[src/hdl/abx_pkg.sv]
// Purpose: Shared constants and types for the arithmetic, logic and branch executor.
// Assumes: 8-bit data path, 16-bit program counter, APB register window.
// Notes: Flag bit positions follow the usual I T H S V N Z C order.
package abx_pkg;

  typedef enum logic [5:0] {
    op_add = 6'b000000,
    op_add_carry = 6'b000001,
    op_word_plus_immediate = 6'b000010,
    op_sub = 6'b000011,
    op_difference_immediate = 6'b000100,
    op_difference_with_borrow = 6'b000101,
    op_borrow_difference_immediate = 6'b000110,
    op_word_minus_immediate = 6'b000111,
    op_and = 6'b001000,
    op_and_imm = 6'b001001,
    op_or = 6'b001010,
    op_or_imm = 6'b001011,
    op_xor = 6'b001100,
    op_ones_complement = 6'b001101,
    op_twos_complement = 6'b001110,
    op_mask_set_bits = 6'b001111,
    op_mask_clear_bits = 6'b010000,
    op_increment = 6'b010001,
    op_decrement = 6'b010010,
    op_zero_sign_test = 6'b010011,
    op_register_zeroing = 6'b010100,
    op_register_all_ones = 6'b010101,
    op_indirect_jump = 6'b010110,
    op_equal_compare_skip = 6'b010111,
    op_magnitude_compare = 6'b011000,
    op_compare_with_borrow = 6'b011001,
    op_compare_immediate = 6'b011010,
    op_skip_reg_bit_clear = 6'b011011,
    op_skip_reg_bit_set = 6'b011100,
    op_skip_io_bit_clear = 6'b011101,
    op_skip_io_bit_set = 6'b011110,
    op_branch_flag_set = 6'b011111,
    op_branch_flag_clear = 6'b100000,
    op_branch_equal = 6'b100001,
    op_branch_unequal = 6'b100010
  } abx_op_e;

  typedef enum logic [0:0] {
    abx_st_idle = 1'b0,
    abx_st_busy = 1'b1
  } abx_state_e;

  // Flag bit positions
  localparam int ABX_FB_C = 0;
  localparam int ABX_FB_Z = 1;
  localparam int ABX_FB_N = 2;
  localparam int ABX_FB_V = 3;
  localparam int ABX_FB_S = 4;
  localparam int ABX_FB_H = 5;

  // Flags touched by each instruction group
  localparam logic [7:0] ABX_MASK_ARITH = 8'h2F;
  localparam logic [7:0] ABX_MASK_WORD = 8'h1F;
  localparam logic [7:0] ABX_MASK_ZCNV = 8'h0F;
  localparam logic [7:0] ABX_MASK_ZNV = 8'h0E;

  // APB byte offsets
  localparam logic [7:0] ABX_OFF_FLAGS = 8'h00;
  localparam logic [7:0] ABX_OFF_PC = 8'h04;
  localparam logic [7:0] ABX_OFF_STATUS = 8'h08;

  // Reset values
  localparam logic [7:0] ABX_FLAGS_RST = 8'h00;
  localparam logic [15:0] ABX_PC_RST = 16'h0000;

  // Cycle counts and program counter steps
  localparam logic [1:0] ABX_CYC_ONE = 2'h1;
  localparam logic [1:0] ABX_CYC_TWO = 2'h2;
  localparam logic [1:0] ABX_CYC_THREE = 2'h3;
  localparam logic [15:0] ABX_STEP_NEXT = 16'h0001;
  localparam logic [15:0] ABX_STEP_SKIP_SHORT = 16'h0002;
  localparam logic [15:0] ABX_STEP_SKIP_LONG = 16'h0003;

  localparam logic [7:0] ABX_ALL_ONES = 8'hFF;
  localparam logic [7:0] ABX_ALL_ZERO = 8'h00;
  localparam logic [7:0] ABX_ONE = 8'h01;

endpackage : abx_pkg

[src/hdl/abx_addsub.sv]
// Purpose: 8-bit adder and subtractor with carry, half-carry and overflow.
// Assumes: Subtraction takes cin as an extra borrow.
// Notes: Purely combinational.
`timescale 1ns/1ps
module abx_addsub (
  input wire logic [7:0] a,
  input wire logic [7:0] b,
  input wire logic cin,
  input wire logic sub,
  output logic [7:0] y,
  output logic c,
  output logic h,
  output logic v
);
  logic [8:0] full;
  logic [4:0] low;

  always_comb begin
    if (sub) begin
      full = {1'b0, a} - {1'b0, b} - {8'h00, cin};
      low = {1'b0, a[3:0]} - {1'b0, b[3:0]} - {4'h0, cin};
    end else begin
      full = {1'b0, a} + {1'b0, b} + {8'h00, cin};
      low = {1'b0, a[3:0]} + {1'b0, b[3:0]} + {4'h0, cin};
    end
    y = full[7:0];
    c = full[8];
    h = low[4];
    // Signed overflow: operand signs decide when the result sign is wrong
    v = sub ? ((a[7] ^ b[7]) & (full[7] ^ a[7])) : (~(a[7] ^ b[7]) & (full[7] ^ a[7]));
  end
endmodule : abx_addsub

[src/hdl/abx_exec.sv]
// Purpose: Executes arithmetic, logic, compare, skip and branch instructions.
// Assumes: Decoder presents one decoded instruction with operands per accept.
// Notes: Results commit at the accept edge; ready stays low for the extra cycles.
//
// Local design decisions: the register offsets and register access over APB.
`timescale 1ns/1ps
module abx_exec (
  input wire logic pclk,
  input wire logic presetn,
  input wire logic psel,
  input wire logic penable,
  input wire logic pwrite,
  input wire logic [7:0] paddr,
  input wire logic [31:0] pwdata,
  output logic [31:0] prdata,
  output logic pready,
  output logic pslverr,
  input wire logic exec_valid,
  output logic exec_ready,
  input wire abx_pkg::abx_op_e exec_op,
  input wire logic [7:0] exec_rd,
  input wire logic [7:0] exec_rd_hi,
  input wire logic [7:0] exec_rr,
  input wire logic [7:0] exec_imm,
  input wire logic [2:0] exec_bit,
  input wire logic [7:0] exec_io,
  input wire logic [2:0] exec_flag_sel,
  input wire logic [6:0] exec_offset,
  input wire logic [15:0] exec_z,
  input wire logic exec_next_long,
  output logic res_valid,
  output logic res_write,
  output logic res_word,
  output logic [7:0] res_lo,
  output logic [7:0] res_hi,
  output logic [7:0] flag_register,
  output logic [15:0] pc
);
  import abx_pkg::*;

  logic [7:0] flag_r;
  logic [15:0] pc_r;
  abx_state_e state_r;
  logic [1:0] stall_r;
  logic [1:0] last_cyc_r;
  logic res_valid_r;
  logic res_write_r;
  logic res_word_r;
  logic [7:0] res_lo_r;
  logic [7:0] res_hi_r;
  logic [31:0] prdata_r;
  logic err_r;

  logic accept;
  logic [7:0] src;
  logic [7:0] alu_a;
  logic [7:0] alu_b;
  logic alu_cin;
  logic alu_sub;
  logic [7:0] alu_y;
  logic alu_c;
  logic alu_h;
  logic alu_v;
  logic [16:0] wsum;
  logic [16:0] wdif;
  logic [15:0] word_in;
  logic [7:0] y;
  logic [7:0] yh;
  logic logic_upd;
  logic wr;
  logic word;
  logic cond;
  logic skip_op;
  logic [7:0] flags_nxt;
  logic [15:0] pc_nxt;
  logic [1:0] cyc;
  logic apb_wr;
  logic apb_setup;

  // Replace only the flags selected by mask
  function automatic logic [7:0] abx_upd(input logic [7:0] cur, input logic [7:0] mask,
                                         input logic [7:0] val);
    abx_upd = (cur & ~mask) | (val & mask);
  endfunction : abx_upd

  // Pack individual flag values into their positions
  function automatic logic [7:0] abx_pack(input logic z, input logic c, input logic n,
                                          input logic v, input logic s, input logic h);
    abx_pack = 8'h00;
    abx_pack[ABX_FB_Z] = z;
    abx_pack[ABX_FB_C] = c;
    abx_pack[ABX_FB_N] = n;
    abx_pack[ABX_FB_V] = v;
    abx_pack[ABX_FB_S] = s;
    abx_pack[ABX_FB_H] = h;
  endfunction : abx_pack

  assign accept = exec_valid & exec_ready;
  assign exec_ready = (state_r == abx_st_idle);
  assign apb_wr = psel & penable & pwrite;
  assign apb_setup = psel & ~penable;
  assign word_in = {exec_rd_hi, exec_rd};
  assign wsum = {1'b0, word_in} + {9'h000, exec_imm};
  assign wdif = {1'b0, word_in} - {9'h000, exec_imm};

  // Constant forms take the immediate as second operand
  always_comb begin
    case (exec_op)
      op_difference_immediate, op_borrow_difference_immediate, op_and_imm, op_or_imm,
      op_mask_set_bits, op_mask_clear_bits, op_compare_immediate: begin
        src = exec_imm;
      end
      default: begin
        src = exec_rr;
      end
    endcase
  end

  always_comb begin
    alu_a = exec_rd;
    alu_b = src;
    alu_cin = 1'b0;
    alu_sub = 1'b0;
    case (exec_op)
      op_add_carry: begin
        alu_cin = flag_r[ABX_FB_C];
      end
      op_sub, op_difference_immediate, op_magnitude_compare, op_compare_immediate: begin
        alu_sub = 1'b1;
      end
      op_difference_with_borrow, op_borrow_difference_immediate,
      op_compare_with_borrow: begin
        alu_sub = 1'b1;
        alu_cin = flag_r[ABX_FB_C];
      end
      op_twos_complement: begin
        alu_a = ABX_ALL_ZERO;
        alu_b = exec_rd;
        alu_sub = 1'b1;
      end
      op_increment: begin
        alu_b = ABX_ONE;
      end
      op_decrement: begin
        alu_b = ABX_ONE;
        alu_sub = 1'b1;
      end
      default: begin
      end
    endcase
  end

  abx_addsub u_addsub (
    .a(alu_a),
    .b(alu_b),
    .cin(alu_cin),
    .sub(alu_sub),
    .y(alu_y),
    .c(alu_c),
    .h(alu_h),
    .v(alu_v)
  );

  // Result, flag, program counter and cycle count for the presented instruction
  always_comb begin
    y = ABX_ALL_ZERO;
    yh = ABX_ALL_ZERO;
    logic_upd = 1'b0;
    wr = 1'b0;
    word = 1'b0;
    cond = 1'b0;
    skip_op = 1'b0;
    flags_nxt = flag_r;
    pc_nxt = pc_r + ABX_STEP_NEXT;
    cyc = ABX_CYC_ONE;
    case (exec_op)
      op_add, op_add_carry, op_sub, op_difference_immediate, op_difference_with_borrow,
      op_borrow_difference_immediate, op_twos_complement: begin
        y = alu_y;
        wr = 1'b1;
        flags_nxt = abx_upd(flag_r, ABX_MASK_ARITH,
                            abx_pack(alu_y == ABX_ALL_ZERO, alu_c, alu_y[7], alu_v,
                                     1'b0, alu_h));
      end
      op_magnitude_compare, op_compare_with_borrow, op_compare_immediate: begin
        // Difference only feeds the flags, the destination is untouched
        flags_nxt = abx_upd(flag_r, ABX_MASK_ARITH,
                            abx_pack(alu_y == ABX_ALL_ZERO, alu_c, alu_y[7], alu_v,
                                     1'b0, alu_h));
      end
      op_increment, op_decrement: begin
        y = alu_y;
        wr = 1'b1;
        flags_nxt = abx_upd(flag_r, ABX_MASK_ZNV,
                            abx_pack(alu_y == ABX_ALL_ZERO, 1'b0, alu_y[7], alu_v,
                                     1'b0, 1'b0));
      end
      op_and, op_and_imm: begin
        y = exec_rd & src;
        logic_upd = 1'b1;
      end
      op_or, op_or_imm, op_mask_set_bits: begin
        y = exec_rd | src;
        logic_upd = 1'b1;
      end
      op_xor: begin
        y = exec_rd ^ exec_rr;
        logic_upd = 1'b1;
      end
      op_mask_clear_bits: begin
        y = exec_rd & (ABX_ALL_ONES - src);
        logic_upd = 1'b1;
      end
      op_zero_sign_test: begin
        y = exec_rd & exec_rd;
        logic_upd = 1'b1;
      end
      op_register_zeroing: begin
        y = exec_rd ^ exec_rd;
        logic_upd = 1'b1;
      end
      op_ones_complement: begin
        y = ABX_ALL_ONES - exec_rd;
        wr = 1'b1;
        flags_nxt = abx_upd(flag_r, ABX_MASK_ZCNV,
                            abx_pack(y == ABX_ALL_ZERO, 1'b1, y[7], 1'b0,
                                     1'b0, 1'b0));
      end
      op_register_all_ones: begin
        y = ABX_ALL_ONES;
        wr = 1'b1;
      end
      op_word_plus_immediate: begin
        {yh, y} = wsum[15:0];
        wr = 1'b1;
        word = 1'b1;
        cyc = ABX_CYC_TWO;
        flags_nxt = abx_upd(flag_r, ABX_MASK_WORD,
                            abx_pack(wsum[15:0] == 16'h0000,
                                     ~wsum[15] & exec_rd_hi[7], wsum[15],
                                     ~exec_rd_hi[7] & wsum[15],
                                     wsum[15] ^ (~exec_rd_hi[7] & wsum[15]),
                                     1'b0));
      end
      op_word_minus_immediate: begin
        {yh, y} = wdif[15:0];
        wr = 1'b1;
        word = 1'b1;
        cyc = ABX_CYC_TWO;
        flags_nxt = abx_upd(flag_r, ABX_MASK_WORD,
                            abx_pack(wdif[15:0] == 16'h0000,
                                     wdif[15] & ~exec_rd_hi[7], wdif[15],
                                     exec_rd_hi[7] & ~wdif[15],
                                     wdif[15] ^ (exec_rd_hi[7] & ~wdif[15]),
                                     1'b0));
      end
      op_indirect_jump: begin
        pc_nxt = exec_z;
        cyc = ABX_CYC_TWO;
      end
      op_equal_compare_skip: begin
        skip_op = 1'b1;
        cond = (exec_rd == exec_rr);
      end
      op_skip_reg_bit_clear: begin
        skip_op = 1'b1;
        cond = ~exec_rr[exec_bit];
      end
      op_skip_reg_bit_set: begin
        skip_op = 1'b1;
        cond = exec_rr[exec_bit];
      end
      op_skip_io_bit_clear: begin
        skip_op = 1'b1;
        cond = ~exec_io[exec_bit];
      end
      op_skip_io_bit_set: begin
        skip_op = 1'b1;
        cond = exec_io[exec_bit];
      end
      op_branch_flag_set: begin
        cond = flag_r[exec_flag_sel];
      end
      op_branch_flag_clear: begin
        cond = ~flag_r[exec_flag_sel];
      end
      op_branch_equal: begin
        cond = flag_r[ABX_FB_Z];
      end
      op_branch_unequal: begin
        cond = ~flag_r[ABX_FB_Z];
      end
      default: begin
      end
    endcase
    if (logic_upd) begin
      // Logic results always clear overflow
      wr = 1'b1;
      flags_nxt = abx_upd(flag_r, ABX_MASK_ZNV,
                          abx_pack(y == ABX_ALL_ZERO, 1'b0, y[7], 1'b0,
                                   1'b0, 1'b0));
    end
    if (skip_op && cond) begin
      // Skipping a two-word instruction costs one more cycle
      pc_nxt = pc_r + (exec_next_long ? ABX_STEP_SKIP_LONG : ABX_STEP_SKIP_SHORT);
      cyc = exec_next_long ? ABX_CYC_THREE : ABX_CYC_TWO;
    end else if (!skip_op && cond) begin
      pc_nxt = pc_r + ABX_STEP_NEXT + {{9{exec_offset[6]}}, exec_offset};
      cyc = ABX_CYC_TWO;
    end
  end

  // Instruction commit wins over a software write in the same cycle
  always_ff @(posedge pclk or negedge presetn) begin
    if (!presetn) begin
      flag_r <= ABX_FLAGS_RST;
    end else if (accept) begin
      flag_r <= flags_nxt;
    end else if (apb_wr && paddr == ABX_OFF_FLAGS) begin
      flag_r <= pwdata[7:0];
    end
  end

  always_ff @(posedge pclk or negedge presetn) begin
    if (!presetn) begin
      pc_r <= ABX_PC_RST;
    end else if (accept) begin
      pc_r <= pc_nxt;
    end else if (apb_wr && paddr == ABX_OFF_PC) begin
      pc_r <= pwdata[15:0];
    end
  end

  always_ff @(posedge pclk or negedge presetn) begin
    if (!presetn) begin
      res_valid_r <= 1'b0;
      res_write_r <= 1'b0;
      res_word_r <= 1'b0;
      res_lo_r <= ABX_ALL_ZERO;
      res_hi_r <= ABX_ALL_ZERO;
    end else begin
      res_valid_r <= accept;
      if (accept) begin
        res_write_r <= wr;
        res_word_r <= word;
        res_lo_r <= y;
        res_hi_r <= yh;
      end
    end
  end

  // Multi-cycle instructions hold off the next accept
  always_ff @(posedge pclk or negedge presetn) begin
    if (!presetn) begin
      state_r <= abx_st_idle;
      stall_r <= 2'h0;
      last_cyc_r <= 2'h0;
    end else begin
      case (state_r)
        abx_st_idle: begin
          if (accept) begin
            last_cyc_r <= cyc;
            stall_r <= cyc - ABX_CYC_ONE;
            if (cyc != ABX_CYC_ONE) begin
              state_r <= abx_st_busy;
            end
          end
        end
        abx_st_busy: begin
          stall_r <= stall_r - 2'h1;
          if (stall_r == 2'h1) begin
            state_r <= abx_st_idle;
          end
        end
        default: begin
          state_r <= abx_st_idle;
        end
      endcase
    end
  end

  // Read data captured in the setup phase so the access phase needs no wait
  always_ff @(posedge pclk or negedge presetn) begin
    if (!presetn) begin
      prdata_r <= 32'h00000000;
      err_r <= 1'b0;
    end else if (apb_setup) begin
      err_r <= 1'b0;
      if (paddr == ABX_OFF_FLAGS) begin
        prdata_r <= {24'h000000, flag_r};
      end else if (paddr == ABX_OFF_PC) begin
        prdata_r <= {16'h0000, pc_r};
      end else if (paddr == ABX_OFF_STATUS) begin
        prdata_r <= {29'h00000000, last_cyc_r, state_r == abx_st_busy};
      end else begin
        prdata_r <= 32'h00000000;
        err_r <= 1'b1;
      end
    end
  end

  assign prdata = prdata_r;
  assign pready = 1'b1;
  assign pslverr = err_r & psel & penable;
  assign res_valid = res_valid_r;
  assign res_write = res_write_r;
  assign res_word = res_word_r;
  assign res_lo = res_lo_r;
  assign res_hi = res_hi_r;
  assign flag_register = flag_r;
  assign pc = pc_r;

endmodule : abx_exec

[config.mk]
export PLATFORM = sky130hd
export DESIGN_NAME = abx_exec
export DESIGN_NICKNAME = d
export VERILOG_FILES = /design/src/hdl/abx_pkg.sv /design/src/hdl/abx_addsub.sv /design/src/hdl/abx_exec.sv
export SDC_FILE = /design/constraint.sdc
export NUM_CORES = 1
export LEC_CHECK = 0
export BUFFER_PORTS_ARGS = -buffer_cell sky130_fd_sc_hd__buf_2
export CAP_MARGIN = 5
export CORE_UTILIZATION = 45
export DETAILED_ROUTE_END_ITERATION = 10
export PLACE_DENSITY = 0.75
export SLEW_MARGIN = 20
export SYNTH_ARGS = -nofsm -noshare
export SYNTH_HDL_FRONTEND = slang
export SYNTH_SLANG_ARGS = --single-unit
[constraint.sdc]
create_clock -name pclk -period 4.01 [get_ports pclk]
set_clock_uncertainty 0.05 [all_clocks]
set_input_delay 0 -clock pclk [delete_from_list [all_inputs] [get_ports pclk]]
set_output_delay 0 -clock pclk [all_outputs]
set_load 0.01 [all_outputs]
# [Word-level counts from Yosys, hierarchy flattened]
# Cells that the tools add are included.
[totals] latchBits=0 ram_bits=0 inputBits=122 regBits=81 memories=0 romBits=0 elab_cells=187
[op_classes] reduce_logical=29 div_mod_pow=0 n_bitwise=38 add_sub_neg=17 shifts=0 n_eq_ne=41 magnitude_cmp=2 n_mul=0 mux=48
[op_table] op="16-bit two-way mux" n=7
[op_table] op="6-bit by 5-bit == test with 1-bit output, second input constant" n=16
[op_table] op="8-bit case mux with 11 select lines" n=1
[op_table] op="6-bit by 4-bit == test with 1-bit output, second input constant" n=8
[op_table] op="8-bit two-way mux" n=5
[op_table] op="8-bit case mux with 5 select lines" n=1
[op_table] op="16-bit zero test" n=2
[op_table] op="8-bit zero test" n=4
[op_table] op="8-bit case mux with 2 select lines" n=2
[op_table] op="9-bit OR reduction" n=3
[op_table] op="8-bit AND" n=3
[op_table] op="6-bit by 3-bit == test with 1-bit output, second input constant" n=4
[op_table] op="1-bit two-way mux" n=19
[op_table] op="6-bit == test, second input constant" n=3
[op_table] op="16-bit by 1-bit adder with 16-bit output, second input constant" n=1
[op_table] op="16-bit adder" n=1
[op_table] op="16-bit by 2-bit adder with 16-bit output" n=1
[op_table] op="16-bit by 8-bit adder with 16-bit output" n=1
[op_table] op="8-bit by 3-bit OR with 8-bit output" n=2
[op_table] op="8-bit by 5-bit OR with 8-bit output" n=2
[op_table] op="16-bit by 8-bit subtractor with 16-bit output" n=1
[op_table] op="8-bit subtractor, first input constant" n=2
[op_table] op="8-bit XOR" n=2
[op_table] op="13-bit OR reduction" n=1
[op_table] op="43 further kinds" n=83

# [Longest topological paths before layout]
# Gate-level depths: netlist (run 1).
[depth] ltp_word=14 ltp_mapped=21

# [Hierarchy]
# A second synthesis (run 1) with hierarchy kept.
[unflattened] cells_unflattened=1147 hier_area_um2=8678.3
[modules_own_cells] mod="abx_exec" cells_per_inst=1013 seq_area_each_um2=1626.6 instances=1 area_per_inst_um2=7682.4
[modules_own_cells] mod="abx_addsub" cells_per_inst=134 seq_area_each_um2=0.0 instances=1 area_per_inst_um2=996.0

# [Worst setup path before layout (run 1)]
# Ideal clock, no wire load.
[synth_path] kind="input to register" startpoint="input port exec_op[5]" endpoint="register flag_r[1], in the netlist flag_register[1]" arrival_time_ns=3.536 n_path_buf=2 t_required_ns=3.878 slack_ns=0.342 stages=20 path_cell_list="clkbuf_1 > a2111o_1 > nand3_2 > buf_6 > mux2_2 > nor2_1 > a21oi_1 > inv_1 > fa_1 > inv_1 > fa_1 > and3b_1 > or3_1 > xor2_1 > mux2i_1 > o21a_1 > o211ai_1 > nor4_1 > nand4_1 > a31oi_1"
[synth_between] elab_chain_len=12 word_cells_on_any_way=60 cone_classes="5 x add/sub; 25 x eq/ne; 11 x mux; 6 x bitwise; 13 x reduce/logical"
[synth_lines] element="from (decl)" line_no="abx_exec.sv:20" rtl="input wire abx_pkg::abx_op_e exec_op,"
[synth_lines] element="6-bit by 5-bit == test with 1-bit output, or another cell as far along" line_no="abx_exec.sv:108, abx_exec.sv:124, abx_exec.sv:176"
[synth_lines] element="7-bit OR reduction" line_no="abx_exec.sv:108" rtl="case (exec_op)"
[synth_lines] element="8-bit two-way mux" line_no="abx_exec.sv:108"
[synth_lines] element="8-bit case mux with 2 select lines" line_no="abx_exec.sv:124" rtl="case (exec_op)"
[synth_lines] element="8-bit by 8-bit adder with 9-bit output / 8-bit by 8-bit subtractor with 9-bit output (equally long branches)" line_no="abx_addsub.sv:23, abx_addsub.sv:20"
[synth_lines] element="9-bit by 1-bit adder with 9-bit output / 9-bit by 1-bit subtractor with 9-bit output (equally long branches)" line_no="abx_addsub.sv:23, abx_addsub.sv:20"
[synth_lines] element="9-bit two-way mux" line_no="abx_addsub.sv:19" rtl="if (sub) begin"
[synth_lines] element="8-bit case mux with 11 select lines / 8-bit zero test (equally long branches)"
[synth_lines] element="8-bit zero test, or another cell as far along" line_no="abx_exec.sv:300" rtl="abx_pack(y == ABX_ALL_ZERO, 1'b0, y[7], 1'b0,"
[synth_lines] element="8-bit by 3-bit OR with 8-bit output / 8-bit case mux with 5 select lines (equally long branches)" line_no="abx_exec.sv:83, abx_exec.sv:176"
[synth_lines] element="8-bit two-way mux" line_no="abx_exec.sv:296" rtl="if (logic_upd) begin"
[synth_lines] element="8-bit two-way mux" line_no="abx_exec.sv:317" rtl="end else if (accept) begin"
[synth_lines] element="to (signal assigned)" line_no="abx_exec.sv:318" rtl="flag_r <= flags_nxt;"
[synth_lines] element="to (signal assigned)" line_no="abx_exec.sv:320" rtl="flag_r <= pwdata[7:0];"
[synth_lines] element="to (decl)" line_no="abx_exec.sv:41" rtl="logic [7:0] flag_r;"
# Several ways; a longest one is shown, not always the timed one.
# A chain may end at the register's enable or synchronous reset.

# [Worst setup path after layout (run 1)]
[layout_path] startpoint="input port exec_op[3]" endpoint="register flag_r[2], in the netlist flag_register[2]"
[layout_between] elab_chain_len=11 word_cells_on_any_way=58 cone_classes="5 x add/sub; 25 x eq/ne; 11 x mux; 6 x bitwise; 11 x reduce/logical"
[layout_lines] element="6-bit by 5-bit == test with 1-bit output, or another cell as far along" line_no="abx_exec.sv:108, abx_exec.sv:124, abx_exec.sv:176"
[layout_lines] element="7-bit OR reduction" line_no="abx_exec.sv:108"
[layout_lines] element="8-bit two-way mux" line_no="abx_exec.sv:108"
[layout_lines] element="8-bit case mux with 2 select lines" line_no="abx_exec.sv:124"
[layout_lines] element="8-bit by 8-bit adder with 9-bit output / 8-bit by 8-bit subtractor with 9-bit output (equally long branches)" line_no="abx_addsub.sv:23, abx_addsub.sv:20"
[layout_lines] element="9-bit by 1-bit adder with 9-bit output / 9-bit by 1-bit subtractor with 9-bit output (equally long branches)" line_no="abx_addsub.sv:23, abx_addsub.sv:20"
[layout_lines] element="9-bit two-way mux" line_no="abx_addsub.sv:19"
[layout_lines] element="8-bit case mux with 11 select lines, or another cell as far along" line_no="abx_exec.sv:176" rtl="case (exec_op)"
[layout_lines] element="8-bit by 3-bit OR with 8-bit output / 8-bit case mux with 5 select lines (equally long branches)" line_no="abx_exec.sv:83, abx_exec.sv:176"
[layout_lines] element="8-bit two-way mux" line_no="abx_exec.sv:296"
[layout_lines] element="8-bit two-way mux" line_no="abx_exec.sv:317"
# Several ways; a longest one is shown, not always the timed one.

==> run_results.csv, run 1 <==
group,metric,value,unit
finish,final_net_count,1500,
timing,timing.final.crit_period,3.65,ns
placed_design,gp_routability_congestion,0.960,
clock_network,number_of_h_tree_branching_levels,3,
run_status,run_status,"finished, violations left",
timing,final_count_of_hold_timing_violations,1,
yosys,synth_most_common_cell,"sky130_fd_sc_hd__nand2_1",
grt,antenna_violations_before_repair,0,
worst_setup_path,worstPathBufferInverterCount,2,
clock_network,cts_sink_count,65,
routing,first_pass_iters,6,
finish,layout.cells.non_filler,1550,
worst_setup_path,crit_path_max_fanout,10,
finish,area_growth_syn_to_layout,19.5,%
worst_setup_path,crit_path_start_kind,"primary input",
timing,timing_limited_maximum_frequency,274,MHz
clock_network,clkTransAtPathRegs,0.05,ns
yosys,synth_area,0.00867,sq mm
worst_setup_path,r2r_setup_slack,0.42,ns
die,die_area,0.0198,sq mm
placed_design,detailed_place.area,0.00983,sq mm
min_path,hold_class,"primary input to flop",
pwr,cellPowerDensity,459,mW/mm^2
timing,finalSetupViolations,0,
worst_setup_path,worst-setup-path-type,"primary input to flop",
grt,grt_overflow_total,0,
die,floorplan_row_count,50,
grt,grt_first_pass_wirelength,46.8,mm
timing,timing_worst_slew_pin_value,0.868,ns
run,maxCapViolCount,0,
die,chipWidth,141,um
yosys,synthFlopType,"sky130_fd_sc_hd__dfrtp_1",
placed_design,port_buffers,166,
worst_setup_path,worst_ep_required_time,4.23,ns
worst_setup_path,crit_path_cell_trace,"buf_2 > nand2b_1 > a2111o_1 > nand3_2 > buf_4 > mux2i_1 > o21ai_0 > ha_1 > ha_1 > and4_1 > a21oi_1 > o21ai_0 > xnor2_1 > o21ai_1 > a31oi_1 > o311ai_0 > o21a_1",
timing,grt_setup_unrepaired,"no",
clock_network,clockBufferDepth,2,
timing,final_min_period_over_clock_period,0.911,
timing,whs,-0.00352,ns
finish,post-route-cell-area,0.0104,sq mm
yosys,post_synth.cell_area_avg,7.64,sq um
yosys,synth.area.top_cells,"sky130_fd_sc_hd__dfrtp_1 19%, sky130_fd_sc_hd__ha_1 8.8%, sky130_fd_sc_hd__xnor2_1 7.0%, sky130_fd_sc_hd__nand2_1 5.2%, sky130_fd_sc_hd__mux2i_1 4.6%",
worst_setup_path,critical_path.slowest_cell,"sky130_fd_sc_hd__a2111o_1",
routing,num_vias,9357,
pwr,worst_ir_drop_vdd,0.203,mV
yosys,synth.top_cell.area_share,0.188,
run_status,violations,"hold timing",
yosys,post_synth_inst_count,1135,
yosys,synthesis.yosys.warnings,0,
pwr,p_leak,4.88,nW
yosys,ys_seq_elements,65,
grt,grt_usage,0.301,
worst_setup_path,crit_family,"compound AO/OA/AOI/OAI gates",
pwr,total_power,4.75,mW
routing,routed_via_density,6.04,
clock_network,clock_latency,0.34,ns
placed_design,hpwl,23.2,mm
clock_network,cts_tree,"built",
clock_network,cts_resized,0,
clock_network,cts_inserted_buffers,9,
die,core,0.0188,sq mm
die,initial_cell_density_of_the_core,0.462,
yosys,synth_edf_count,0,
worst_setup_path,endpoint_kind_of_the_worst_setup_timing_path,"flop",
routing,initialDrtViolationCount,650,
routing,route.final.wire_length,29.7,mm
worst_setup_path,cpPeakStageDelay,0.37,ns
yosys,synth_top_area_cell,"sky130_fd_sc_hd__dfrtp_1",
worst_setup_path,critical_path_arrival,3.87,ns
die,io-pin-count,200,
yosys,count_of_different_cell_masters_after_synthesis,83,
die,die_y,141,um
grt,grt_start_max_net_pins,66,
timing,worst_slew_margin_rel,0.422,
yosys,synth-seq-area-share,0.188,
yosys,synth-async-reset-ratio,1.00,
timing,final_max_slew_viol_count,0,
placed_design,dpl.cell_count,1515,
routing,detail_route.drc_violations,0,
clock_network,cts_root_buffer,"sky130_fd_sc_hd__clkbuf_16",
finish,ratio_of_cells_with_drive_above_1_in_the_final_layout,0.208,
routing,drtAntennaViolNets,0,
yosys,ys_top_cells_by_count,"121 x sky130_fd_sc_hd__nand2_1, 102 x sky130_fd_sc_hd__nor2_1, 69 x sky130_fd_sc_hd__xnor2_1",
grt,grt_pass1_vias,8991,
routing,routed_wire_length_per_instance,19.2,um
timing,fin_tns_setup,0,ns
## per-stage QoR
step | utilization | setup slack [ns]
floorplan | - | 0.342
global placement | 0.524 | 0.142
detailed placement | 0.524 | 0.0602
CTS | 0.552 | 0.407
global route | 0.552 | 0.0191
finish | 0.552 | 0.357
## final timing paths
check,cells after the start,to,start
worst min register to register,2,prdata[12],prdata[12]
min in group asynchronous,3,prdata[14],presetn
worst max-delay path,17,flag_register[2],exec_op[3]
max in group asynchronous,3,res_hi[1],presetn
worst max register to register,13,pc[15],pc[3]
worst min-delay path,3,stall_r[1],exec_valid
## cell type report
type,instances,area (sq um)
Antenna cell,1,2.50
Clock buffer,11,243
Clock inverter,5,103
Fill cell,1817,8410
Inverter,63,236
Multi-Input combinational cell,933,6440
Sequential cell,65,1630
Tap cell,234,293
Timing Repair Buffer,238,1420
## state kept, by name, summed over array words and instances, names as in the netlist
register / count
flag_register: 8
res_word: 1
res_lo: 8
err_r: 1
prdata: 16
res_hi: 8
last_cyc_r: 2
res_valid: 1
pc: 16
stall_r: 2
res_write: 1
state_r: 1
## where the power goes
group | internal (mW) | switching [mW] | leakage, nW
clock | 0.623 | 0.297 | 0.166
combinational | 1.18 | 1.50 | 3.91
sequential | 0.850 | 0.301 | 0.799
total | 2.65 | 2.10 | 4.88
## what timing repair did
item	CTS	global route
hold buffers	18	0
endpoints found under the hold margin	84	0
setup buffers	0	0
## tightest hold or removal path, cell delays in order
cell,delay [ns]
sky130_fd_sc_hd__buf_2,0.12
sky130_fd_sc_hd__mux2i_1,0.07
sky130_fd_sc_hd__o21ai_0,0.14
## cells in the final DEF, fill, tap and decap left out, types with 12 or more instances in the layout
cell type	n
sky130_fd_sc_hd__a211oi_1	18
sky130_fd_sc_hd__conb_1	17
sky130_fd_sc_hd__nand4_1	23
sky130_fd_sc_hd__nand2_1	121
sky130_fd_sc_hd__xnor2_1	69
sky130_fd_sc_hd__xor2_1	21
sky130_fd_sc_hd__nand2b_1	12
sky130_fd_sc_hd__nor2_1	102
sky130_fd_sc_hd__nor2b_1	18
sky130_fd_sc_hd__o21a_1	14
sky130_fd_sc_hd__mux2_2	18
sky130_fd_sc_hd__dlygate4sd3_1	18
sky130_fd_sc_hd__a31oi_1	18
sky130_fd_sc_hd__buf_4	54
sky130_fd_sc_hd__ha_1	61
sky130_fd_sc_hd__buf_2	166
sky130_fd_sc_hd__inv_1	62
sky130_fd_sc_hd__nor3_1	15
sky130_fd_sc_hd__o21ai_0	66
sky130_fd_sc_hd__or3_1	12
sky130_fd_sc_hd__mux2i_1	40
sky130_fd_sc_hd__a221oi_1	15
sky130_fd_sc_hd__a21oi_1	58
sky130_fd_sc_hd__dfrtp_1	65
sky130_fd_sc_hd__nand3_1	35
## per-layer routing
layer,share of wire,up-vias,global-route usage,wire [um]
li1,-,4422,-,-
met1,0.40,4385,0.371,12000
met2,0.46,447,0.503,13700
met3,0.075,103,0.0452,2240
met4,0.059,0,0.169,1750
met5,0,-,0,0
## logic make-up after synthesis
group	count (synthesis)	share of synthesized area
multiplexers	65	0.0865
buffers and inverters	152	0.0774
other	2	0.000866
AO/OA/AOI/OAI	289	0.223
AND/OR/NAND/NOR	404	0.230
adder cells (fa/ha/maj)	68	0.104
XOR/XNOR	90	0.0909
flip-flops	65	0.188
Power figures use the tool's default switching activity.
==> run 2, diff against run 1 <==
--- a/config.mk
+++ b/config.mk
@@ -9,7 +9,7 @@
 export CAP_MARGIN = 5
 export CORE_UTILIZATION = 45
 export DETAILED_ROUTE_END_ITERATION = 10
-export PLACE_DENSITY = 0.75
+export PLACE_DENSITY = 0.69
 export SLEW_MARGIN = 20
 export SYNTH_ARGS = -nofsm -noshare
 export SYNTH_HDL_FRONTEND = slang
==> run 2 against run 1 <==
The run now ends clean. Power decreased by 1.0%. Non-clock buffer count up 1. Sequential power barely moved. Die area unchanged. Count of clock-buffer cells in the layout unchanged. Worst setup slack got worse by 0.0051 ns. Combinational power is essentially flat. Clock power is 6.8% lower. First-iteration DRC count increased by 8.0%. Register-to-register slack better by 0.03 ns. Worst hold slack improved by 0.021 ns. Critical endpoint is now flag_register[1].
==> run_results.csv, run 2 (synthesized netlist as in run 1, its figures left out) <==
group,metric,value,unit
routing,detail_route.drc_violations,0,
timing,timing.final.crit_period,3.66,ns
finish,ratio_of_cells_with_drive_above_1_in_the_final_layout,0.209,
worst_setup_path,worst_ep_required_time,4.22,ns
worst_setup_path,start_of_the_worst_register_to_register_path,"pc[4]",
worst_setup_path,critical_path.startpoint,"exec_op[4]",
worst_setup_path,crit_path_start_kind,"primary input",
die,die_y,141,um
min_path,critical_hold_path_startpoint,"pwdata[12]",
die,floorplan_row_count,50,
routing,route.final.wire_length,29.8,mm
routing,first_pass_iters,5,
worst_setup_path,rr_worst_depth,13,
pwr,total_power,4.70,mW
grt,grt_first_pass_wirelength,46.4,mm
routing,routed_via_density,6.10,
run,maxCapViolCount,0,
pwr,worst_ir_drop_vdd,0.212,mV
pwr,p_leak,4.88,nW
routing,initialDrtViolationCount,702,
clock_network,cts_sink_count,65,
min_path,hold_class,"primary input to flop",
timing,fin_tns_setup,0,ns
min_path,holdPathEnd,"pc[12]",
finish,layout.cells.non_filler,1551,
clock_network,clockBufferDepth,2,
die,chipWidth,141,um
pwr,cellPowerDensity,454,mW/mm^2
routing,drtAntennaViolNets,0,
clock_network,number_of_h_tree_branching_levels,3,
timing,finalSetupViolations,0,
grt,antenna_violations_before_repair,1,
grt,grt_start_max_net_pins,48,
placed_design,gp_routability_congestion,0.959,
finish,count_of_filler_cells_inserted_in_the_layout,1808,
placed_design,hpwl,23.2,mm
worst_setup_path,critical_path_arrival,3.87,ns
timing,final_min_period_over_clock_period,0.912,
clock_network,cts_root_buffer,"sky130_fd_sc_hd__clkbuf_16",
routing,routed_wire_length_per_instance,19.2,um
placed_design,port_buffers,166,
die,initial_cell_density_of_the_core,0.462,
worst_setup_path,r2r_setup_slack,0.45,ns
placed_design,dpl.cell_count,1516,
worst_setup_path,crit_path_max_fanout,3,
finish,mostFrequentLayoutCell,"sky130_fd_sc_hd__buf_2",
timing,worst_slew_margin_rel,0.450,
finish,layout.cells.most_common_list,"166 x sky130_fd_sc_hd__buf_2, 121 x sky130_fd_sc_hd__nand2_1, 102 x sky130_fd_sc_hd__nor2_1, 69 x sky130_fd_sc_hd__xnor2_1, 66 x sky130_fd_sc_hd__o21ai_0",
clock_network,cts_inserted_buffers,9,
finish,area_growth_syn_to_layout,19.5,%
worst_setup_path,reg2reg_to,"pc[15]",
min_path,holdPathStages,4,
worst_setup_path,endpoint_kind_of_the_worst_setup_timing_path,"flop",
routing,num_vias,9460,
finish,final_net_count,1501,
run_status,run_status,"finished, final reports clean",
timing,grt_setup_unrepaired,"no",
die,io-pin-count,200,
clock_network,cts_tree,"built",
die,core,0.0188,sq mm
grt,grt_usage,0.297,
timing,final_count_of_hold_timing_violations,0,
timing,timing_limited_maximum_frequency,273,MHz
grt,grt_overflow_total,0,
die,die_area,0.0198,sq mm
clock_network,clock_latency,0.34,ns
clock_network,clkTransAtPathRegs,0.06,ns
timing,final_max_slew_viol_count,0,
worst_setup_path,worst-setup-path-type,"primary input to flop",
grt,grt_pass1_vias,8732,
timing,timing_worst_slew_pin_value,0.824,ns
clock_network,cts_setup_buffers,0,
==> run 2: worst max-delay path, cell delays in order <==
cell and delay (ns):
sky130_fd_sc_hd__buf_2 0.10, sky130_fd_sc_hd__nand2b_1 0.17, sky130_fd_sc_hd__a2111o_1 0.38, sky130_fd_sc_hd__nand3_2 0.09, sky130_fd_sc_hd__mux2_2 0.34, sky130_fd_sc_hd__nor2_1 0.09
sky130_fd_sc_hd__a21oi_1 0.06, sky130_fd_sc_hd__inv_1 0.08, sky130_fd_sc_hd__fa_1 0.19, sky130_fd_sc_hd__inv_1 0.08, sky130_fd_sc_hd__fa_1 0.38, sky130_fd_sc_hd__and3b_1 0.20
sky130_fd_sc_hd__or3_1 0.38, sky130_fd_sc_hd__xor2_1 0.15, sky130_fd_sc_hd__mux2i_1 0.31, sky130_fd_sc_hd__o21a_1 0.16, sky130_fd_sc_hd__o211ai_1 0.10, sky130_fd_sc_hd__nor4_1 0.31
sky130_fd_sc_hd__nand4_1 0.14, sky130_fd_sc_hd__a31oi_1 0.14
==> run 2: layout make-up <==
cell class                 count  area [sq um]  share of cell area
antenna                        1          2.50            0.000242
clock buffer                  11           243              0.0234
clock inverter                 5          78.8             0.00761
inverter                      63           236              0.0228
multi-input combinational    933          6440               0.622
sequential                    65          1630               0.157
tap                          234           293              0.0283
timing repair buffer         239          1440               0.139
==> run 2: worst max path at each step <==
stage,to,slack (ns),depth (start not counted)
after floorplan,flag_register[1],0.34,20
after global placement,flag_register[1],0.12,20
after detailed placement,flag_register[1],0.002,20
after CTS,flag_register[1],0.35,20
after global routing,flag_register[1],0.02,20
final,flag_register[1],0.35,20
==> run 2: timing repair <==
action	4_1_cts	5_1_grt
endpoints found under the setup margin	0	0
hold buffers	18	0
hold endpoints to repair	55	0
resized for setup	0	0
==> run 2: report_power, final <==
group          total [mW]  switching, mW  internal, mW
registers            1.13          0.283         0.850
clock network       0.857          0.297         0.560
logic                2.71           1.53          1.19
total                4.70           2.11          2.60
==> run 2: routing by layer <==
layer / part of all wire / up-vias / routed length [um] / GRT usage
li1: - / 4418 / - / -
met1: 0.41 / 4468 / 12100 / 0.376
met2: 0.47 / 473 / 13900 / 0.495
met3: 0.082 / 101 / 2430 / 0.0455
met4: 0.047 / 0 / 1400 / 0.144
met5: 0 / - / 0 / 0
==> run 2: per-stage QoR <==
step | util | worst slack [ns] | hold WS, ns | area [sq um]
floorplan | - | 0.342 | -0.346 | 8720
global placement | 0.525 | 0.123 | 0.0824 | 9850
detailed placement | 0.525 | 0.00159 | 0.0858 | 9850
CTS | 0.552 | 0.346 | 0.00828 | 10400
global route | 0.552 | 0.0222 | 0.0203 | 10400
finish | 0.552 | 0.352 | 0.0177 | 10400
==> run 3, diff against run 2 <==
--- a/config.mk
+++ b/config.mk
@@ -7,6 +7,7 @@
 export LEC_CHECK = 0
 export BUFFER_PORTS_ARGS = -buffer_cell sky130_fd_sc_hd__buf_2
 export CAP_MARGIN = 5
+export CORE_ASPECT_RATIO = 0.75
 export CORE_UTILIZATION = 45
 export DETAILED_ROUTE_END_ITERATION = 10
 export PLACE_DENSITY = 0.69
==> run 3 against run 2 <==
Global-route usage is 1.8 points higher. Cell count is 0.77% higher. Clock power is 15% lower. Non-clock buffer count stayed put. Worst hold slack better by 0.030 ns. Critical path depth stayed put. Die area hardly changed. Critical endpoint unchanged.
==> run_results.csv, run 3 (synthesized netlist as in run 1, its figures left out) <==
group,metric,value,unit
run_status,run_status,"finished, final reports clean",
die,initial_cell_density_of_the_core,0.464,
grt,antenna_violations_before_repair,0,
worst_setup_path,crit_path_max_fanout,7,
grt,grt_overflow_total,0,
clock_network,clockBufferDepth,2,
worst_setup_path,critical_path.startpoint,"exec_op[4]",
timing,worst_slew_margin_rel,0.181,
grt,met2_track_demand_over_resource,0.430,
timing,whs,0.0474,ns
grt,grt_pass1_vias,8584,
grt,grt_start_max_net_pins,45,
clock_network,number_of_h_tree_branching_levels,3,
clock_network,cts_sink_count,65,
die,die_area,0.0198,sq mm
grt,grt_usage,0.315,
clock_network,cts_inserted_buffers,9,
timing,finalSetupViolations,0,
routing,initialDrtViolationCount,1220,
placed_design,dpl.cell_count,1528,
worst_setup_path,start_of_the_worst_register_to_register_path,"pc[5]",
timing,final_max_slew_viol_count,0,
routing,num_vias,9526,
worst_setup_path,rr_worst_depth,13,
finish,ratio_of_cells_with_drive_above_1_in_the_final_layout,0.207,
worst_setup_path,crit_path_start_kind,"primary input",
finish,num_antenna_cells,0,
finish,mostFrequentLayoutCell,"sky130_fd_sc_hd__buf_2",
timing,timing_limited_maximum_frequency,267,MHz
placed_design,preCtsSetupSlack,-0.0312,ns
worst_setup_path,cpPeakStageDelay,0.44,ns
worst_setup_path,critical_path_arrival,3.95,ns
timing,final_count_of_hold_timing_violations,0,
clock_network,cts_tree,"built",
finish,layout.cells.most_common_list,"166 x sky130_fd_sc_hd__buf_2, 121 x sky130_fd_sc_hd__nand2_1, 102 x sky130_fd_sc_hd__nor2_1, 69 x sky130_fd_sc_hd__xnor2_1, 66 x sky130_fd_sc_hd__o21ai_0",
routing,route.final.wire_length,31.3,mm
placed_design,hpwl,24.9,mm
placed_design,gp_routability_congestion,0.968,
finish,layout.cells.non_filler,1563,
worst_setup_path,worst-setup-path-type,"primary input to flop",
grt,grt_first_pass_wirelength,48.1,mm
worst_setup_path,reg2reg_to,"pc[15]",
timing,timing_worst_slew_pin_value,1.23,ns
die,die_y,122,um
finish,area_growth_syn_to_layout,19.2,%
finish,layout.core_utilization,0.553,
grt,grt-busiest-layer,"met1",
timing,final_worst_setup_slack,0.270,ns
clock_network,cts_setup_buffers,0,
pwr,worst_ir_drop_vdd,0.273,mV
clock_network,cts_root_buffer,"sky130_fd_sc_hd__clkbuf_16",
grt,met3_track_utilization_from_global_routing,0.0851,
clock_network,clkTransAtPathRegs,0.06,ns
worst_setup_path,r2r_setup_slack,0.38,ns
min_path,hold_class,"primary input to flop",
grt,grt_util_met1,0.477,
finish,count_of_filler_cells_inserted_in_the_layout,1802,
worst_setup_path,critical_path.slowest_cell,"sky130_fd_sc_hd__nor4_1",
routing,routed_via_density,6.09,
routing,drtAntennaViolNets,0,
pwr,p_leak,4.85,nW
clock_network,clock_latency,0.34,ns
timing,timing.final.crit_period,3.74,ns
run,maxCapViolCount,0,
worst_setup_path,critical_path.endpoint,"flag_register[1]",
die,floorplan_row_count,43,
pwr,cellPowerDensity,453,mW/mm^2
die,core,0.0187,sq mm
placed_design,port_buffers,166,
routing,routed_wire_length_per_instance,20.0,um
worst_setup_path,endpoint_kind_of_the_worst_setup_timing_path,"flop",
die,chipWidth,162,um
timing,fin_tns_setup,0,ns
worst_setup_path,crit_path_cell_trace,"buf_2 > nand2b_1 > a2111o_1 > nand3_2 > mux2_2 > nor2_1 > a21oi_1 > inv_1 > fa_1 > inv_1 > fa_1 > and3b_1 > or3_1 > xor2_1 > mux2i_1 > o21a_1 > o211ai_1 > nor4_1 > nand4_1 > a31oi_1",
die,io-pin-count,200,
routing,detail_route.drc_violations,0,
timing,grt_setup_unrepaired,"no",
routing,first_pass_iters,6,
timing,final_min_period_over_clock_period,0.933,
finish,final_net_count,1501,
worst_setup_path,worst_ep_required_time,4.22,ns
## run 3: cell count changes in the layout (fill, tap and decap cells not counted)
| cell | previous run | this run |
|---|---|---|
| sky130_fd_sc_hd__bufinv_16 | 2 | 0 |
| sky130_fd_sc_hd__clkinvlp_4 | 0 | 2 |
| sky130_fd_sc_hd__buf_4 | 54 | 53 |
| sky130_fd_sc_hd__clkbuf_1 | 1 | 2 |
| sky130_fd_sc_hd__clkinv_2 | 2 | 1 |
| sky130_fd_sc_hd__diode_2 | 1 | 0 |
| sky130_fd_sc_hd__dlygate4sd3_1 | 18 | 19 |
| sky130_fd_sc_hd__nor2b_1 | 18 | 19 |
| sky130_fd_sc_hd__nor2b_2 | 1 | 0 |
| sky130_fd_sc_hd__nor4bb_1 | 2 | 1 |
| sky130_fd_sc_hd__nor4bb_2 | 0 | 1 |
## run 3: worst max-delay path: cells and delay by family
family / cells / cell delay, ns
AOI/OAI and AO/OA: 5 / 0.84
buffers and inverters: 3 / 0.30
adders and majority gates: 2 / 0.58
and+or+nand+nor: 7 / 1.54
muxes: 2 / 0.54
xor gates and xnor gates: 1 / 0.15
## run 3: worst min-delay path by stage
stage          cells after the start           start  slack (ns)             to
3_5_place_dp                       1         presetn        0.05         pc[11]
6_report                           5      exec_z[10]        0.05         pc[10]
5_1_grt                            3  exec_next_long        0.09  last_cyc_r[0]
2_1_floorplan                      0         presetn       -0.35          err_r
3_3_place_gp                       1         presetn        0.04         pc[10]
4_1_cts                            5      exec_z[10]        0.05         pc[10]
## run 3: per-stage QoR
step	cell area [sq um]	power, mW
2_1_floorplan	8720	2.93
3_3_place_gp	9860	3.82
3_5_place_dp	9860	3.84
4_1_cts	10300	4.60
5_1_grt	10300	4.97
6_report	10300	4.68
## run 3: layer usage
layer,vias up,part of all wire
li1,4427,-
met1,4469,0.47
met2,565,0.39
met3,65,0.12
met4,0,0.020
met5,-,0
## run 3: repair_timing
action	in CTS	in global routing
setup endpoints to repair	0	1
endpoints found under the hold margin	50	0
hold buffers	19	0
gates resized for setup	0	1
## run 3: report_power, final
part | switching, mW | internal (mW)
registers | 0.263 | 0.851
logic | 1.63 | 1.21
clock network | 0.290 | 0.435
total | 2.18 | 2.49
## run 3: area by class of cell
class | count | area, sq um | area share
multi-input combinational | 933 | 6440 | 0.624
tap | 247 | 309 | 0.0299
sequential | 65 | 1630 | 0.157
timing repair buffer | 239 | 1440 | 0.139
clock buffer | 12 | 246 | 0.0239
clock inverter | 4 | 28.8 | 0.00279
inverter | 63 | 236 | 0.0229
